File: config.mk
export PLATFORM = sky130hd
export DESIGN_NAME = irf_fsm
export DESIGN_NICKNAME = d
export VERILOG_FILES = /design/src/pkg/irf_pkg.sv /design/src/logic/irf_fsm.sv
export SDC_FILE = /design/constraint.sdc
export NUM_CORES = 1
export LEC_CHECK = 0
export BUFFER_PORTS_ARGS = -buffer_cell sky130_fd_sc_hd__buf_2
export CORE_ASPECT_RATIO = 2
export CORE_UTILIZATION = 43
export CTS_CLUSTER_DIAMETER = 80
export DETAILED_ROUTE_END_ITERATION = 12
export GPL_ROUTABILITY_DRIVEN = 0
export SLEW_MARGIN = 20
export SYNTH_ARGS = -nofsm -noshare
export SYNTH_HDL_FRONTEND = slang
export SYNTH_SLANG_ARGS = --single-unit
File: constraint.sdc
create_clock -name mclk_i -period 4.9 [get_ports mclk_i]
set_clock_uncertainty 0.05 [all_clocks]
set_input_delay 0.49 -clock mclk_i [delete_from_list [all_inputs] [get_ports mclk_i]]
set_output_delay 0.49 -clock mclk_i [all_outputs]
set_load 0.05 [all_outputs]
File: src/pkg/irf_pkg.sv
package irf_pkg;

    // ------------------------------------------------------------
    // Timing, counter and speed widths, speed count
    // ------------------------------------------------------------
    localparam int unsigned CLK_HZ = 10_000_000;
    localparam int unsigned REPLY_DEADLINE_MS = 300;
    localparam int unsigned REPLY_DEADLINE_CYC = REPLY_DEADLINE_MS * (CLK_HZ / 1000);
    localparam int unsigned RETRY_INTERVAL_MIN_MS = 500;
    localparam int unsigned RETRY_INTERVAL_MIN_CYC = RETRY_INTERVAL_MIN_MS * (CLK_HZ / 1000);
    localparam int unsigned CNT_W = 24;
    localparam int unsigned SPD_W = 3;
    localparam int unsigned NUM_SPEEDS_DEF = 2;

    // ------------------------------------------------------------
    // Notification result codes
    // ------------------------------------------------------------
    localparam logic [7:0] RES_SUPPORTED = 8'h00;
    localparam logic [7:0] RES_NOT_SUPPORTED = 8'h01;
    localparam logic [7:0] RES_SPEED_ONLY = 8'h02;

    // State code shown on the status output
    typedef enum logic [2:0] {
        ST_UNRECOGNIZED,
        ST_WAIT_REPLY,
        ST_WAIT_ACCEPT,
        ST_NO_CONNECT,
        ST_UNCONFIRMED,
        ST_CONFIRMED
    } irf_state_t;

    // Interface data response from the equipment
    typedef struct packed {
        logic valid;
        logic usable;
    } irf_resp_t;

    // Recognition notification to the equipment
    typedef struct packed {
        logic valid;
        logic [7:0] result;
    } irf_note_t;

endpackage

File: src/logic/irf_fsm.sv
`timescale 1ns/1ps
module irf_fsm
    import irf_pkg::*;
#(
    parameter int unsigned NUM_SPEEDS = NUM_SPEEDS_DEF,
    parameter logic [CNT_W-1:0] RETRY_CYC = CNT_W'(RETRY_INTERVAL_MIN_CYC),
    parameter logic [CNT_W-1:0] DEADLINE_CYC = CNT_W'(REPLY_DEADLINE_CYC),
    parameter bit START_RECOGNIZED = 1'b0,
    parameter bit RECONFIRM_ON_FAIL = 1'b1
)(
    input wire logic mclk_i,
    input wire logic rst_n_i,
    input wire irf_resp_t resp_i,
    input wire logic accept_i,
    input wire logic confirm_ok_i,
    input wire logic comm_fail_i,
    input wire logic recover_fail_i,
    output logic req_o,
    output logic [SPD_W-1:0] speed_o,
    output irf_note_t note_o,
    output logic confirm_start_o,
    output logic recover_start_o,
    output logic abort_o,
    output irf_state_t state_o,
    output logic no_connect_o
);

    // ------------------------------------------------------------
    // State and counters
    // ------------------------------------------------------------
    irf_state_t state_q, state_d;
    logic [CNT_W-1:0] cnt_q, cnt_d;
    logic [SPD_W-1:0] spd_q, spd_d;
    logic recov_q, recov_d;
    irf_note_t note_q, note_d;
    logic req_q, req_d;
    logic conf_q, conf_d;
    logic rec_q, rec_d;
    logic abort_q, abort_d;
    logic nc_q;

    // ------------------------------------------------------------
    // Decodes
    // ------------------------------------------------------------
    // Counter and speed selection
    wire cnt_zero = (cnt_q == '0);
    wire [CNT_W-1:0] cnt_dec = cnt_zero ? cnt_q : cnt_q - CNT_W'(1);
    wire last_spd = (spd_q == SPD_W'(NUM_SPEEDS - 1));
    wire [SPD_W-1:0] spd_next = last_spd ? '0 : spd_q + SPD_W'(1);
    wire irf_state_t start_state = START_RECOGNIZED ? ST_UNCONFIRMED : ST_UNRECOGNIZED;

    // Events that matter only once recognised
    wire in_recog = (state_q == ST_UNCONFIRMED) || (state_q == ST_CONFIRMED);
    wire give_up = in_recog && recover_fail_i && recov_q;
    wire fail_seen = in_recog && comm_fail_i;
    wire confirm_done = (state_q == ST_UNCONFIRMED) && confirm_ok_i;

    // Flag follows the state being entered
    wire nc_next = (state_d == ST_NO_CONNECT);

    // ------------------------------------------------------------
    // Next-state logic
    // ------------------------------------------------------------
    // Defaults hold the state and drop every pulse
    always_comb
    begin
        state_d = state_q;
        cnt_d = cnt_dec;
        spd_d = spd_q;
        recov_d = recov_q;
        note_d = '0;
        req_d = 1'b0;
        conf_d = 1'b0;
        rec_d = 1'b0;
        abort_d = 1'b0;
        case (state_q)
            ST_UNRECOGNIZED:
            begin
                // Request goes out and the reply window opens
                if (cnt_zero)
                begin
                    req_d = 1'b1;
                    cnt_d = RETRY_CYC;
                    state_d = ST_WAIT_REPLY;
                end
            end
            ST_WAIT_REPLY:
            begin
                if (resp_i.valid)
                begin
                    note_d.valid = 1'b1;
                    if (resp_i.usable)
                    begin
                        note_d.result = RES_SUPPORTED;
                        cnt_d = DEADLINE_CYC;
                        state_d = ST_WAIT_ACCEPT;
                    end
                    else
                    begin
                        note_d.result = RES_NOT_SUPPORTED;
                        abort_d = 1'b1;
                        state_d = ST_NO_CONNECT;
                    end
                end
                else if (cnt_zero)
                begin
                    spd_d = spd_next;
                    state_d = ST_UNRECOGNIZED;
                end
            end
            ST_WAIT_ACCEPT:
            begin
                if (accept_i)
                begin
                    conf_d = 1'b1;
                    recov_d = 1'b0;
                    state_d = ST_UNCONFIRMED;
                end
                else if (cnt_zero)
                begin
                    // Deadline missed: start over with a new request
                    state_d = ST_UNRECOGNIZED;
                end
            end
            ST_NO_CONNECT:
            begin
                // Left only by reset; no method suits both sides
                state_d = ST_NO_CONNECT;
            end
            ST_UNCONFIRMED, ST_CONFIRMED:
            begin
                // A failed recovery outranks a fresh failure
                if (give_up)
                begin
                    cnt_d = '0;
                    state_d = ST_UNRECOGNIZED;
                end
                else if (fail_seen)
                begin
                    rec_d = 1'b1;
                    recov_d = 1'b1;
                    conf_d = RECONFIRM_ON_FAIL;
                    if (RECONFIRM_ON_FAIL)
                    begin
                        state_d = ST_UNCONFIRMED;
                    end
                end
                else if (confirm_done)
                begin
                    recov_d = 1'b0;
                    state_d = ST_CONFIRMED;
                end
            end
            default:
            begin
                state_d = ST_UNRECOGNIZED;
            end
        endcase
    end

    // ------------------------------------------------------------
    // State registers
    // ------------------------------------------------------------
    // Synchronous reset loads the power-on state
    always_ff @(posedge mclk_i)
    begin
        if (!rst_n_i)
        begin
            state_q <= start_state;
            cnt_q <= '0;
            spd_q <= '0;
            recov_q <= 1'b0;
            note_q <= '0;
            req_q <= 1'b0;
            conf_q <= START_RECOGNIZED;
            rec_q <= 1'b0;
            abort_q <= 1'b0;
            nc_q <= 1'b0;
        end
        else
        begin
            state_q <= state_d;
            cnt_q <= cnt_d;
            spd_q <= spd_d;
            recov_q <= recov_d;
            note_q <= note_d;
            req_q <= req_d;
            conf_q <= conf_d;
            rec_q <= rec_d;
            abort_q <= abort_d;
            nc_q <= nc_next;
        end
    end

    // ------------------------------------------------------------
    // Outputs
    // ------------------------------------------------------------
    // Every output comes straight from a flop
    assign req_o = req_q;
    assign speed_o = spd_q;
    assign note_o = note_q;
    assign confirm_start_o = conf_q;
    assign recover_start_o = rec_q;
    assign abort_o = abort_q;
    assign state_o = state_q;
    assign no_connect_o = nc_q;

endmodule

==> metrics.md <==
| Metric | Value |
|---|---|
| RSZ-0062 raised after global routing | false |
| Synth top area share | 37.8% |
| Total CTS buffers | 5 |
| Clock sink count | 37 |
| Min Tclk post-route | 3020 ps |
| Num rows | 34 |
| Final ANT Viol Nets | 0 |
| Worst EP arrival | 3130 ps |
| Die height | just under 100 µm |
| Kind of end point of the critical path | register |
| Antenna cells | 0 |
| Post-synthesis sequential area ratio | 37.8% |
| Status | complete, no violations |
| Hpwl dp | between 3000 and 4000 µm |
| Total grt overflow | 0 |
| Fmax | between 0.3 and 0.4 GHz |
| Synth cell types | 53 |
| Fillcell total | 474 |
| Maximum vdd drop | 450 µV |
| Dominant cell type by area after synthesis | dfxtp_1 |
| Drt total wl | 4820 µm |
| Cell leakage power | 0.871 nW |
| Ports | 28 |
| DR vias/cell | 5.84 |
| Via count | around 1800 |
| Synth async-reset ratio | 0% |
| Die ar. | 4850 µm² |
| Max_cap viols | 0 |
| Synthesis-to-finish area growth | 8.81% |
| Slew Limit Headroom | between 30% and 40% |
| CTS tree | yes |
| Final setup vio count | 0 |
| Setup TNS | 0 ps |
| Clock buffer depth | 2 |
| Postcts setup bufs | 0 |
| Initial antenna violation count | 0 |
| Count of flip-flops with a built-in enable after synthesis | 0 |
| Fin Hold WS | 348 ps |
| Mapped Avg Cell Area | 8.38 µm² |
| Ys flop type | dfxtp_1 |
| CTS H-tree depth | 2 |
| Post-CTS resize count | 0 |
| Vias in the first global route | 1760 |
| Syn Inst Count | between 200 and 250 |
| Drt wl/cell | 15.9 µm |
| DR pass1 iterations | 4 |
| Core area | between 4000 and 5000 µm² |
| Least-Margin Pin Slew | 975 ps |
| Largest net degree at the start of global routing | 25 |
| Input/output buffers | 20 |
| CP startpoint kind | register |
| Final hold vios | 0 |
| Layout cell share with drive strength beyond 1 | 13.2% |
| DRC | 0 |
| WS Path Type | register to register |
| First-pass GRT wire length | 8200 µm |
| PD cells | around 770 nW/µm² |
| Hold WC Path Type | input port to register |
| Fin crit share | 61.6% |
| Skew-Pair Late Insertion Delay | 290 ps |
| Critical Path RT | approximately 5000 ps |
| Tot GR Track Use | 22.6% |
| Seq cells post-synth | 37 |
| Final core utilization | 49.2% |
| Mapped Area | 1960 µm² |
| Largest fanout on the critical path | 24 |
| DIE WIDTH | 49.7 µm |
| CTS clock-pin slew for the worst setup and hold paths | 70 ps |
| Top cells by area, synth | dfxtp_1 38%, nor2_1 6.1%, xor2_1 4.5% |
| Synth warn | 0 |
| Post-CTS Hold Buffers | 0 |
| Pins Over Slew Limit | 0 |
| CTS root buffer | clkbuf_8 |
| Initial core utilization | 45.2% |
| Starting DRT DRC Count | 38 |
| Nets | 261 |
==> metal layers <==
| metal | global-route usage (%) | vias up | wire length (µm) |
|---|---|---|---|
| li1 | - | 870 | - |
| met5 | 0 | - | 0 |
| met1 | 21.8 | 844 | 1730 |
| met3 | 3.44 | 15 | 152 |
| met4 | 15.4 | 0 | 229 |
| met2 | 41.5 | 45 | 2710 |
==> worst max-delay path, stage by stage (launching register included) <==
cell and delay, ps:
dfxtp_1 330, inv_1 90, ha_1 180, nor3b_2 320
nand4_1 820, o41a_1 680, o21ai_1 330, a21oi_1 80
==> placed cells by master (no fill, tap or decap), types with 2 or more instances in the layout <==
cell type and instances:
clkbuf_8 5, o31ai_1 3, inv_1 10, o211ai_1 5, nor2_1 32, xor2_1 10, and4_1 2, nand2_1 11
nor4_1 7, nand3_1 5, or2_2 2, and3_1 3, a21oi_1 11, dfxtp_1 37, or3_1 2, nor3b_1 2
a31oi_1 4, o21ai_1 2, buf_2 20, nor3_1 7, nor2b_1 4, conb_1 7, and3b_1 2, o21ai_0 9
a211oi_1 2, or4_1 8, o41a_1 2, xnor2_1 5, mux2i_1 3, ha_1 2, nand4_1 4
==> cells in the mapped netlist, types with 2 or more instances <==
cell      count
dfxtp_1      37
nand2_1      11
nor3b_1       2
or4_1         8
nor4_1        7
clkbuf_1      7
buf_4         8
o31ai_1       3
or2_2         2
ha_1          2
o21ai_1       2
o41a_1        2
o211ai_1      5
and3b_1       2
xnor2_1       5
xor2_1       10
mux2i_1       3
or3_1         2
nor2_1       32
a31oi_1       4
a21oi_1      11
and4_1        2
inv_1        10
nor2b_1       4
nand3_1       5
nand4_1       4
nor3_1        7
o21ai_0       9
a211oi_1      2
and3_1        3
==> metrics by stage <==
stage | total power [W] | setup slack (ps) | instances | cell area, µm²
global route | 0.00179 | 1580 | 304 | 2130
global placement | 0.00144 | 1980 | 298 | 2060
finish | 0.00164 | 1880 | 304 | 2130
detailed placement | 0.00144 | 1930 | 298 | 2060
CTS | 0.00164 | 1930 | 304 | 2130
floorplan | 0.00124 | 2780 | 240 | 1980
==> cells by family after synthesis <==
group	after synthesis	synth area share (%)
AND/OR/NAND/NOR	98	28.0
other	1	0.191
adder cells (fa/ha/maj)	2	1.28
buffers and inverters	27	6.76
AO/OA/AOI/OAI	51	17.8
XOR/XNOR	15	6.70
multiplexers	3	1.53
flip-flops	37	37.8
==> final timing paths <==
kind                             start                    to  slack (ps)  cells after the start
setup / recovery   cnt_q[0]$_SDFF_PN0_   cnt_q[7]$_SDFF_PN0_        1880                      7
hold / removal               resp_i[0]  note_o[0]$_SDFF_PN0_         350                      2
setup reg to reg   cnt_q[0]$_SDFF_PN0_   cnt_q[7]$_SDFF_PN0_        1880                      7
hold reg to reg   cnt_q[23]$_SDFF_PN0_  cnt_q[23]$_SDFF_PN0_         460                      2
==> sequential cells by signal, summed over array words and instances (netlist names) <==
register,cells
speed_o,3
no_connect_o,1
confirm_start_o,1
recover_start_o,1
cnt_q,24
state_o,3
note_o,2
recov_q,1
req_o,1
==> power by group <==
part / switching (W) / internal (W)
clock network: 0.000101 / 0.0000934
logic: 0.000623 / 0.000326
registers: 0.000108 / 0.000390
==> cell type report <==
type	instances	area, µm²	share of cell area, %
multi-input combinational	176	1110	52.0
sequential	37	741	34.7
timing repair buffer	20	100	4.69
clock buffer	5	68.8	3.23
tap	54	67.6	3.17
inverter	11	41.3	1.94
clock inverter	1	5.00	0.235
Power figures use the tool's default switching activity.
